**src/sam_pkg.sv**
```systemverilog
package sam_pkg;
    // ==========================================================
    // Address widths and fixed field positions.
    // ==========================================================
    localparam int unsigned ADDR_W      = 28;
    localparam int unsigned COL_MAX_W   = 11;
    localparam int unsigned ROW_MAX_W   = 13;
    localparam int unsigned BANK_W      = 2;
    localparam int unsigned BSEL_POS    = 0;
    localparam int unsigned COL_LSB     = 1;
    localparam int unsigned COL_BASE_W  = 8;
    localparam int unsigned ROW_BASE_W  = 11;

    // ==========================================================
    // Geometry encodings held in the configuration inputs.
    // ==========================================================
    localparam logic [1:0] ROWS_2K   = 2'h0;
    localparam logic [1:0] ROWS_4K   = 2'h1;
    localparam logic [1:0] ROWS_8K   = 2'h2;
    localparam logic [1:0] COLS_256  = 2'h0;
    localparam logic [1:0] COLS_512  = 2'h1;
    localparam logic [1:0] COLS_1024 = 2'h2;
    localparam logic [1:0] COLS_2048 = 2'h3;
    localparam logic       BANKS_TWO = 1'h0;

    // ==========================================================
    // Values after reset.
    // ==========================================================
    localparam logic [ROW_MAX_W-1:0] ROW_RST  = 13'h0000;
    localparam logic [COL_MAX_W-1:0] COL_RST  = 11'h000;
    localparam logic [BANK_W-1:0]    BANK_RST = 2'h0;
    localparam logic [1:0]           SYNC_RST = 2'h0;
endpackage

```
**src/sam_addr_map.sv**
```systemverilog
`timescale 1ns/1ps
// What this block does
// - Address bit zero selects halfword byte lane.
// - Column bits sit just above byte select.
// - 2K rows: 11-bit row, bank above.
// - 4K rows: 12-bit row, bank one higher.
// - 8K rows: 13-bit row, bank above.
// - Configuration chooses row and bank field positions.
// - One interrupt request line to system.
// - Refresh error sets flag, read clears.
module sam_addr_map #(
    parameter int unsigned ADDR_W = sam_pkg::ADDR_W
) (
    input  wire logic              i_mclk,
    input  wire logic              i_rst_b,
    input  wire logic              i_ce,
    input  wire logic              i_req,
    input  wire logic [ADDR_W-1:0] i_addr,
    input  wire logic [1:0]        i_cfg_rows,
    input  wire logic [1:0]        i_cfg_cols,
    input  wire logic              i_cfg_banks,
    input  wire logic              i_refresh_missed,
    input  wire logic              i_isr_read,
    output logic                   o_map_valid,
    output logic                   o_byte_sel,
    output logic [12:0]            o_row,
    output logic [10:0]            o_col,
    output logic [1:0]             o_bank,
    output logic                   o_refresh_error_flag,
    output logic                   o_irq
);
    import sam_pkg::*;

    // ==========================================================
    // State and helpers.
    // ==========================================================
    typedef struct packed {
        logic                 valid;
        logic                 bsel;
        logic [ROW_MAX_W-1:0] row;
        logic [COL_MAX_W-1:0] col;
        logic [BANK_W-1:0]    bank;
        logic                 err;
    } sam_state_s;

    sam_state_s cur;
    sam_state_s next_cur;
    logic [1:0] rst_sync;
    logic       rst_n;
    logic [3:0] col_w;
    logic [3:0] row_w;
    logic [4:0] row_lsb;
    logic [4:0] bank_lsb;

    // Extracts a field of up to 13 bits starting at lsb.
    function automatic logic [12:0] take_field(
        input logic [ADDR_W-1:0] addr,
        input logic [4:0]        lsb,
        input logic [3:0]        width
    );
        logic [ADDR_W-1:0] shifted;
        logic [12:0]       mask;
        shifted = addr >> lsb;
        mask    = 13'((14'h0001 << width) - 14'h0001);
        return shifted[12:0] & mask;
    endfunction

    // ==========================================================
    // Reset release through two flip-flops.
    // ==========================================================
    always_ff @(posedge i_mclk or negedge i_rst_b) begin
        if (!i_rst_b) begin
            rst_sync <= SYNC_RST;
        end else begin
            rst_sync <= {rst_sync[0], 1'b1};
        end
    end
    assign rst_n = rst_sync[1];

    // Field widths and positions follow the configured geometry.
    always_comb begin
        col_w = 4'(COL_BASE_W) + {2'h0, i_cfg_cols};
        case (i_cfg_rows)
            ROWS_4K: row_w = 4'(ROW_BASE_W + 1);
            ROWS_8K: row_w = 4'(ROW_BASE_W + 2);
            default: row_w = 4'(ROW_BASE_W);
        endcase
        row_lsb  = 5'(COL_LSB) + {1'b0, col_w};
        bank_lsb = row_lsb + {1'b0, row_w};
    end

    // ==========================================================
    // Next state: address split and refresh error flag.
    // ==========================================================
    always_comb begin
        next_cur       = cur;
        next_cur.valid = 1'b0;
        if (i_req) begin
            next_cur.valid = 1'b1;
            next_cur.bsel  = i_addr[BSEL_POS];
            next_cur.col   = 11'(take_field(i_addr, 5'(COL_LSB), col_w));
            next_cur.row   = take_field(i_addr, row_lsb, row_w);
            // Bits above the bank field never reach the outputs.
            next_cur.bank  = 2'(take_field(i_addr, bank_lsb,
                                           4'(BANK_W)));
            if (i_cfg_banks == BANKS_TWO) begin
                next_cur.bank[1] = 1'b0;
            end
        end
        // A miss in the same cycle as the status read keeps the flag.
        if (i_refresh_missed) begin
            next_cur.err = 1'b1;
        end else if (i_isr_read) begin
            next_cur.err = 1'b0;
        end
    end

    // Registers the whole state; clock enable freezes it.
    always_ff @(posedge i_mclk or negedge rst_n) begin
        if (!rst_n) begin
            cur <= '{valid: 1'b0, bsel: 1'b0, row: ROW_RST,
                     col: COL_RST, bank: BANK_RST, err: 1'b0};
        end else if (i_ce) begin
            cur <= next_cur;
        end
    end

    // ==========================================================
    // Outputs.
    // ==========================================================
    assign o_map_valid          = cur.valid;
    assign o_byte_sel           = cur.bsel;
    assign o_row                = cur.row;
    assign o_col                = cur.col;
    assign o_bank               = cur.bank;
    assign o_refresh_error_flag = cur.err;
    assign o_irq                = cur.err;

    // ==========================================================
    // Checks on the mapping and the error flag.
    // ==========================================================
    byte_lane_a: assert property (@(posedge i_mclk) disable iff (!rst_n)
        $past(i_ce && i_req) |-> o_byte_sel == $past(i_addr[0]))
        else $error("Byte select does not follow address bit zero.");

    col_width_a: assert property (@(posedge i_mclk) disable iff (!rst_n)
        $past(i_ce && i_req && i_cfg_cols == COLS_512)
        |-> o_col == {2'h0, $past(i_addr[9:1])})
        else $error("Column field wrong for 512 columns.");

    rows_2k_a: assert property (@(posedge i_mclk) disable iff (!rst_n)
        $past(i_ce && i_req && i_cfg_rows == ROWS_2K
              && i_cfg_cols == COLS_256 && i_cfg_banks)
        |-> o_row == {2'h0, $past(i_addr[19:9])}
            && o_bank == $past(i_addr[21:20]))
        else $error("Row or bank wrong for 2K rows.");

    rows_4k_a: assert property (@(posedge i_mclk) disable iff (!rst_n)
        $past(i_ce && i_req && i_cfg_rows == ROWS_4K
              && i_cfg_cols == COLS_256 && i_cfg_banks)
        |-> o_row == {1'b0, $past(i_addr[20:9])}
            && o_bank == $past(i_addr[22:21]))
        else $error("Row or bank wrong for 4K rows.");

    rows_8k_a: assert property (@(posedge i_mclk) disable iff (!rst_n)
        $past(i_ce && i_req && i_cfg_rows == ROWS_8K
              && i_cfg_cols == COLS_2048 && i_cfg_banks)
        |-> o_row == $past(i_addr[24:12]) && o_col == $past(i_addr[11:1])
            && o_bank == $past(i_addr[26:25]))
        else $error("Fields wrong for 8K rows and 2048 columns.");

    map_strobe_a: assert property (@(posedge i_mclk) disable iff (!rst_n)
        $past(i_ce) |-> o_map_valid == $past(i_req))
        else $error("Map strobe does not follow the request.");

    irq_raise_a: assert property (@(posedge i_mclk) disable iff (!rst_n)
        $past(i_ce && i_refresh_missed)
        |-> o_irq ##1 (o_irq || $past(i_isr_read)))
        else $error("Interrupt not raised after a refresh miss.");

    flag_clear_a: assert property (@(posedge i_mclk) disable iff (!rst_n)
        $past(i_ce && i_isr_read && !i_refresh_missed)
        |-> !o_refresh_error_flag)
        else $error("Status read did not clear the refresh error.");

    upper_ignore_a: assert property (@(posedge i_mclk)
        disable iff (!rst_n)
        $past(i_ce && i_req && i_cfg_banks == BANKS_TWO) |-> !o_bank[1])
        else $error("Bank bit one set with two banks.");

    // The smallest column count leaves the upper column bits at zero.
    cols_256_a: assert property (@(posedge i_mclk)
        disable iff (!rst_n)
        $past(i_ce && i_req && i_cfg_cols == COLS_256)
        |-> o_col == {3'h0, $past(i_addr[8:1])})
        else $error("Column field wrong for 256 columns.");

    // Ten column bits sit right above the byte select.
    cols_1024_a: assert property (@(posedge i_mclk)
        disable iff (!rst_n)
        $past(i_ce && i_req && i_cfg_cols == COLS_1024)
        |-> o_col == {1'b0, $past(i_addr[10:1])})
        else $error("Column field wrong for 1024 columns.");

    // The spare row code is decoded as the 2K geometry.
    rows_spare_a: assert property (@(posedge i_mclk)
        disable iff (!rst_n)
        $past(i_ce && i_req && i_cfg_rows == 2'h3
              && i_cfg_cols == COLS_256 && i_cfg_banks)
        |-> o_row == {2'h0, $past(i_addr[19:9])}
            && o_bank == $past(i_addr[21:20]))
        else $error("Row or bank wrong for the spare row code.");

    // With 2K rows and 2048 columns the bank lands on bits 24 and 23.
    rows_wide_a: assert property (@(posedge i_mclk)
        disable iff (!rst_n)
        $past(i_ce && i_req && i_cfg_rows == ROWS_2K
              && i_cfg_cols == COLS_2048 && i_cfg_banks)
        |-> o_col == $past(i_addr[11:1])
            && o_row == {2'h0, $past(i_addr[22:12])}
            && o_bank == $past(i_addr[24:23]))
        else $error("Fields wrong for 2K rows and 2048 columns.");

    // Fields keep the last split until a new request is taken.
    fields_hold_a: assert property (@(posedge i_mclk)
        disable iff (!rst_n)
        $past(i_ce && !i_req)
        |-> $stable({o_byte_sel, o_row, o_col, o_bank}))
        else $error("Address fields moved without a request.");

    // A missed refresh always leaves the flag set, even against a read.
    flag_set_a: assert property (@(posedge i_mclk)
        disable iff (!rst_n)
        $past(i_ce && i_refresh_missed) |-> o_refresh_error_flag)
        else $error("Refresh error flag not set after a miss.");

    // The flag is sticky until the status register is read.
    flag_keep_a: assert property (@(posedge i_mclk)
        disable iff (!rst_n)
        $past(i_ce && !i_isr_read && o_refresh_error_flag)
        |-> o_refresh_error_flag)
        else $error("Refresh error flag dropped without a status read.");
endmodule

```
**config.mk**
```make
export PLATFORM = sky130hd
export DESIGN_NAME = sam_addr_map
export DESIGN_NICKNAME = d
export VERILOG_FILES = /design/src/sam_pkg.sv /design/src/sam_addr_map.sv
export SDC_FILE = /design/constraint.sdc
export NUM_CORES = 1
export LEC_CHECK = 0
export BUFFER_PORTS_ARGS = -buffer_cell sky130_fd_sc_hd__buf_2
export CORE_UTILIZATION = 40
export DETAILED_ROUTE_END_ITERATION = 10
export PLACE_DENSITY_LB_ADDON = 0.15
export SLEW_MARGIN = 20
export SYNTH_ARGS = -nofsm -noshare
export SYNTH_HDL_FRONTEND = slang
export SYNTH_SLANG_ARGS = --single-unit
```
**constraint.sdc**
```tcl
create_clock -name i_mclk -period 1.3 [get_ports i_mclk]
set_input_delay 0.26 -clock i_mclk [delete_from_list [all_inputs] [get_ports i_mclk]]
set_output_delay 0.26 -clock i_mclk [all_outputs]
set_load 0.02 [all_outputs]
```
# Word-level counts from Yosys, hierarchy flattened

Cells that the tools add are included.

Register bits: 31
Output and inout bits: 30
Word-level logic and storage cells: 28

$add $sub $neg: 5
Equal/unequal tests: 2
Shift-type cells: 4
Mux-type cells: 5
Bitwise gates (word level): 2
Reduce and logical (&&, ||, !) cells: 3

Operators with widths:

| cell                    | count |
|---|---|
| $mux W28                | 1 |
| $shr A28 B5 Y13         | 1 |
| $shr A28 B5 Y2          | 1 |
| $and A13 B13 Y13        | 1 |
| $shl A1 B4 Y13 const A  | 1 |
| $sub A13 B1 Y13 const B | 1 |
| $and A11 B11 Y11        | 1 |
| $shl A1 B4 Y11 const A  | 1 |
| $sub A11 B1 Y11 const B | 1 |
| $pmux W3 S2             | 1 |
| $add A1 B4 Y5 const A   | 1 |
| $add A5 B4 Y5           | 1 |
| $add A4 B2 Y4 const A   | 1 |
| $reduce_and A2 Y1       | 2 |
| $mux W1                 | 3 |
| $eq A2 B1 Y1 const B    | 1 |
| $eq A2 B2 Y1 const B    | 1 |
| $reduce_bool A2 Y1      | 1 |

# Logic depth before layout (Yosys ltp)

Gate-level depths: netlist of run 1.

Depth after elaboration: 6
Depth in mapped cells: 11
Mapped depth without buffers: 11

# Worst setup path before layout of run 1

Ideal clock, no wire load.

Path type: input to register
Start: in i_cfg_rows[0]
End: reg cur (netlist bit o_bank[1])
Arrival: 2.081 ns
Required time: 1.213 ns
Setup slack: -0.867 ns
Stages: 11
Path buffers: 0
Cells stage by stage: inv_1 ha_1 inv_1 ha_1 inv_1 ha_1 mux2i_1 nor2_1 a31oi_1 or4_1 o211ai_1

Longest elaborated chain between the ends: 5

Ends and longest elaborated chain:

| item                                                | line                | source |
|---|---|---|
| start: declaration                                  | sam_addr_map.sv:19  | `input wire logic [1:0] i_cfg_rows,` |
| $eq A2 B2 Y1 / $eq A2 B1 Y1 (equally long branches) | sam_addr_map.sv:83  | `case (i_cfg_rows)` |
| $pmux W3 S2 (*)                                     | sam_addr_map.sv:83  |  |
| $add A5 B4 Y5 (*)                                   | sam_addr_map.sv:89  | `bank_lsb = row_lsb + {1'b0, row_w};` |
| $shr A28 B5 Y2 (*)                                  | sam_addr_map.sv:63  | `shifted = addr >> lsb;` |
| $mux W1 (*)                                         | sam_addr_map.sv:106 | `if (i_cfg_banks == BANKS_TWO) begin` |
| end signal: assignment                              | sam_addr_map.sv:121 | `cur <= '{valid: 1'b0, bsel: 1'b0, row: ROW_RST,` |
| end signal: assignment                              | sam_addr_map.sv:124 | `cur <= next_cur;` |
| end: declaration                                    | sam_addr_map.sv:46  | `sam_state_s cur;` |

Every way passes the cells marked *; elsewhere a longest branch is shown, timed or not.
A chain may end at the register's enable or synchronous reset.

# Worst setup path after layout of run 1

Same ends and word-level chain as after synthesis.

==> results.json, run 1 <==
{
  "diodes": 0,
  "hp-class": "in -> reg",
  "fillCellCount": 409,
  "grt_pass1_wl_um": 7070,
  "slowest_stage": "mux4_2",
  "fp.dieH_um": 70.3,
  "drc": 0,
  "antenna_found_initial": 0,
  "synth_top_area_cell": "dfrtp_1",
  "place_area_um2": 2510,
  "grt.overflow.total": 0,
  "num_io_pins": 69,
  "fin_ws_ps": -456,
  "required_ps": 1460,
  "synth_area_per_cell_um2": 10.6,
  "cp_max_fo": 4,
  "ir_worst_vdd_v": 0.000763,
  "final_antenna_net_count": 0,
  "fin_worst_skew_ps": 3.04,
  "root_buffer": "clkbuf_8",
  "wl_um": 4280,
  "violations": "negative setup slack",
  "critical_path.max_stage_delay_ps": 330,
  "fin_crit_ps": 1760,
  "final-max-slew-violation-count": 0,
  "cts_max_path_buffers": 2,
  "fin_nets": 317,
  "htreeDepth": 2,
  "drtIter0Drc": 81,
  "leakage_nw": 1.31,
  "clock_latency_ps": 280,
  "startpoint_type": "input pin",
  "placed_cells": 317,
  "post-place-ws_ps": -853,
  "setup_viol": 2,
  "crit_chain": "buf_8 > inv_8 > ha_4 > inv_4 > ha_4 > inv_2 > ha_4 > a21oi_2 > mux4_2 > mux2i_1 > o211ai_1",
  "start_util_pct": 42.3,
  "grt_max_degree": 35,
  "crit_top_cell": "ha_4",
  "clkTransAtPathRegs_ps": 70,
  "status": "finished, violations left",
  "clock-sinks": 31,
  "synth-seq-cells": 31,
  "routedWlPerCell_um": 13.1,
  "track_usage_pct": 17.9,
  "fin_area_um2": 2670,
  "grt_setup_unrepaired": "true",
  "hold_viol": 0,
  "fin_crit_sh_pct": 135,
  "layout_common_cells": "buf_2, dfrtp_1, buf_4",
  "place_congestion": 0.840,
  "synth_cell_types": 40,
  "dr.pass1.iters": 4,
  "drv_cap": 0,
  "arrival_ps": 1920,
  "netlist.area_leader.share_pct": 41.5,
  "cts_buffers": 5,
  "grt_pass1_vias": 1567,
  "die_area_um2": 4950,
  "core-area_um2": 4410,
  "vias_per_cell": 5.11,
  "cts_tree": "built",
  "synthTopCellsByArea": "dfrtp_1, mux2_1, mux2i_1",
  "syn-cell-area_um2": 1870,
  "syn_to_final_growth_pct": 43.0,
  "dp.final_hpwl_um": 3330,
  "crit_type": "in -> reg",
  "seq_area_frac_synth_pct": 41.5,
  "portBuffers": 68,
  "final_common_cell": "buf_2",
  "layoutNonFillerInstCount": 326,
  "vias": 1666,
  "yosys_warnings": 0,
  "powerDensity_nw_per_um2": 1180,
  "drive_above_1_share_pct": 47.4,
  "timing.fmax_ghz": 0.570,
  "synth_nets": 221,
  "end_kind": "flop",
  "postCtsSetupBuffers": 0,
  "dieWidth_um": 70.3,
  "rows": 24,
  "syn_inst": 177
}
==> sequential cells by signal, indices dropped and copies added, names as in the netlist <==
register	flops
o_row	13
o_col	11
o_bank	2
rst_sync	2
o_byte_sel	1
o_irq	1
o_map_valid	1
==> cells in the mapped netlist <==
master / count
mux4_1: 2
nand3b_1: 2
and2b_1: 1
conb_1: 1
a32oi_1: 1
mux2_2: 3
nand2b_1: 3
inv_1: 6
nor3b_1: 1
a21oi_1: 9
nor2_1: 7
xor2_4: 1
o21ai_1: 16
o31ai_1: 2
a41o_1: 1
clkbuf_1: 3
nor2b_1: 1
o21ai_0: 1
mux2_1: 15
and2_1: 1
mux4_2: 3
buf_1: 1
dfrtp_1: 31
a221o_1: 1
buf_6: 2
nand2_1: 23
and3_2: 1
buf_2: 5
xnor2_1: 1
ha_1: 5
a22o_1: 1
o221ai_1: 1
a31oi_1: 2
buf_4: 2
mux2i_1: 12
o31a_1: 1
or4_1: 1
a211oi_1: 1
o211ai_1: 3
nand3_1: 3
==> power breakdown <==
part,internal (W),switching [W],total [W]
clock network,0.000620,0.000358,0.000977
logic,0.000469,0.000544,0.00101
registers,0.00110,0.0000649,0.00117
total,0.00219,0.000966,0.00316
==> stage by stage <==
step | power [W] | TNS [ps] | util [%] | hold WS [ps]
2_1_floorplan | 0.00180 | -1150 | - | -35.6
3_5_place_dp | 0.00217 | -3150 | 56.9 | 47.9
4_1_cts | 0.00317 | -838 | 60.1 | 182
3_3_place_gp | 0.00216 | -3050 | 56.9 | 46.2
5_1_grt | 0.00332 | -1010 | 60.5 | 183
6_report | 0.00316 | -878 | 60.5 | 187
==> routing by layer <==
layer / routed length [um] / GRT usage [%]
met5: 0 / 0
met4: 34 / 4.22
met3: 193 / 4.47
met2: 2130 / 29.6
met1: 1920 / 23.6
==> worst paths after layout <==
kind | from | endpoint | slack [ps] | depth (start not counted)
hold reg to reg | rst_sync[1] | o_bank[0] | 240 | 1
max in group asynchronous | rst_sync[1] | o_col[9] | 780 | 1
setup reg to reg | o_row[7] | o_row[7] | 500 | 2
setup / recovery | i_cfg_rows[0] | o_bank[1] | -460 | 11
hold / removal | i_addr[2] | o_col[1] | 190 | 2
min in group asynchronous | rst_sync[1] | o_bank[0] | 240 | 1
==> timing repair <==
item / in CTS / in global routing
endpoints found under the hold margin: 2 / 0
endpoints found under the setup margin: 2 / 5
hold buffers: 1 / 0
pin swaps: 9 / 0
gates resized for setup: 8 / 3
==> worst max-delay path: cells and delay by family <==
family,cells,cell delay [ps]
buffers and inverters,4,190
muxes,2,490
adders and majority gates,3,660
AOI/OAI and AO/OA,2,320
==> layout make-up <==
cell class | count | area, um2 | area share [%]
multi-input combinational | 127 | 1050 | 39.3
timing repair buffer | 102 | 631 | 23.6
clock inverter | 2 | 35.0 | 1.31
sequential | 31 | 776 | 29.0
inverter | 6 | 32.5 | 1.22
tap | 52 | 65.1 | 2.44
clock buffer | 6 | 82.6 | 3.09
==> cell families after synthesis <==
| logic type | synth area share, % |
|---|---|
| AO/OA/AOI/OAI | 13.0 |
| XOR/XNOR | 1.94 |
| AND/OR/NAND/NOR | 10.9 |
| adder cells (fa/ha/maj) | 3.35 |
| multiplexers | 23.7 |
| buffers and inverters | 5.36 |
| other | 0.201 |
| flip-flops | 41.5 |
No activity file was read; power rests on OpenSTA's default activity.
==> run 2, diff against run 1 <==
--- a/config.mk
+++ b/config.mk
@@ -9,2 +9,3 @@
 export CORE_UTILIZATION = 40
+export CTS_CLUSTER_DIAMETER = 200
 export DETAILED_ROUTE_END_ITERATION = 10
@@ -15 +16,2 @@
 export SYNTH_SLANG_ARGS = --single-unit
+export TNS_END_PERCENT = 50
==> constraint.sdc (replaced) <==
create_clock -name i_mclk -period 1.3 [get_ports i_mclk]
set_input_delay 0 -clock i_mclk [delete_from_list [all_inputs] [get_ports i_mclk]]
set_output_delay 0 -clock i_mclk [all_outputs]
set_load 0.02 [all_outputs]
==> results.json, run 2 (synthesis gave the netlist of run 1 again) <==
{
  "layout_common_cells": "buf_2, dfrtp_1, nand2_1",
  "clock-sinks": 31,
  "fillCellCount": 396,
  "diodes": 0,
  "drtIter0Drc": 70,
  "powerDensity_nw_per_um2": 1110,
  "fin_ws_ps": -196,
  "portBuffers": 68,
  "fp.dieH_um": 70.3,
  "grt_pass1_wl_um": 7620,
  "cts_max_path_buffers": 2,
  "grt.overflow.total": 0,
  "grt_setup_unrepaired": "true",
  "dr.pass1.iters": 4,
  "final-max-slew-violation-count": 0,
  "final_antenna_net_count": 0,
  "root_buffer": "clkbuf_8",
  "dp.final_hpwl_um": 3250,
  "die_area_um2": 4950,
  "routedWlPerCell_um": 13.5,
  "syn_to_final_growth_pct": 44.6,
  "largest_reg_flops": 13,
  "hp-class": "in -> reg",
  "fin_crit_sh_pct": 115,
  "crit_type": "in -> reg",
  "rows": 24,
  "top_usage_layer": "met2",
  "setup_viol": 2,
  "cts_buffers": 5,
  "ir_worst_vdd_v": 0.000812,
  "grt_use_met1_pct": 24.1,
  "num_io_pins": 69,
  "end_kind": "flop",
  "drv_cap": 0,
  "leakage_nw": 1.30,
  "hold_ws_ps": 2.22,
  "violations": "negative setup slack",
  "vias": 1644,
  "clock_latency_ps": 270,
  "wl_um": 4420,
  "cp_max_fo": 4,
  "met3_usage_pct": 5.19,
  "hold_viol": 0,
  "final_common_cell": "buf_2",
  "startpoint_type": "input pin",
  "vias_per_cell": 5.01,
  "grt_pass1_vias": 1652,
  "use_met2_pct": 34.1,
  "fin_worst_skew_ps": 3.25,
  "drive_above_1_share_pct": 41.7,
  "timing.fmax_ghz": 0.669,
  "fin_crit_ps": 1500,
  "start_util_pct": 42.3,
  "antenna_found_initial": 0,
  "setup-tns-final_ps": -337,
  "dieWidth_um": 70.3,
  "htreeDepth": 2,
  "core-area_um2": 4410,
  "arrival_ps": 1660,
  "drc": 0,
  "track_usage_pct": 19.4,
  "clkTransAtPathRegs_ps": 70,
  "required_ps": 1460,
  "cts_tree": "built",
  "grt_max_degree": 35,
  "fin_nets": 319,
  "status": "finished, violations left",
  "place_congestion": 0.875
}
==> run 2: critical path, stage by stage <==
cell      delay, ps
buf_8            90
inv_8            30
ha_4            260
inv_4            40
ha_4            250
inv_2            40
ha_4            150
a21oi_2         220
mux4_2          330
mux2i_1         160
o211ai_1         90
==> run 2: area by class of cell <==
class	count	area (um2)	area share [%]
multi-input cells	127	1040	38.7
flip-flops and latches	31	776	28.7
repair buffers	104	683	25.3
clock buffers	8	100	3.71
well taps	52	65.1	2.41
inverters	6	32.5	1.20
==> run 2: repair_timing <==
| item | CTS | global route |
|---|---|---|
| hold buffers | 16 | 0 |
| endpoints found under the setup margin | 2 | 5 |
| cloned | 0 | 0 |
| hold endpoints to repair | 17 | 0 |
| setup buffers | 0 | 1 |
| pin swaps | 6 | 5 |
| gates resized for setup | 5 | 4 |
==> run 2: final timing paths <==
check,startpoint,end,slack [ps],cells after the start
setup / recovery,i_cfg_rows[0],o_bank[1],-200,11
hold / removal,i_ce,o_irq,2,2
setup reg to reg,o_row[7],o_row[7],490,2
hold reg to reg,rst_sync[1],o_col[7],250,1
max in group asynchronous,rst_sync[1],o_map_valid,760,1
min in group asynchronous,i_rst_b,rst_sync[1],30,2
==> run 2: metrics by stage <==
stage	cell area [um2]	power [W]	worst slack (ps)	util [%]	std cells
floorplan	1920	0.00179	-367	-	177
global placement	2410	0.00213	-543	54.5	303
detailed placement	2410	0.00214	-599	54.5	303
CTS	2680	0.00302	-212	60.7	327
global route	2700	0.00318	-272	61.2	328
finish	2700	0.00301	-196	61.2	328
==> run 2: routing by layer <==
metal  share of wire, %  vias to the layer above  wire length [um]
met3                5.1                        3               224
met1                 43                      763              1910
met2                 51                       51              2260
met5                  0                        -                 0
li1                   -                      827                 -
met4               0.32                        0                14
==> run 2: where the power goes <==
group | switching (W) | leakage (nW) | internal, W
Clock | 0.000342 | 0.0515 | 0.000483
Sequential | 0.0000657 | 0.378 | 0.00110
Combinational | 0.000542 | 0.867 | 0.000477
Total | 0.000949 | 1.30 | 0.00206
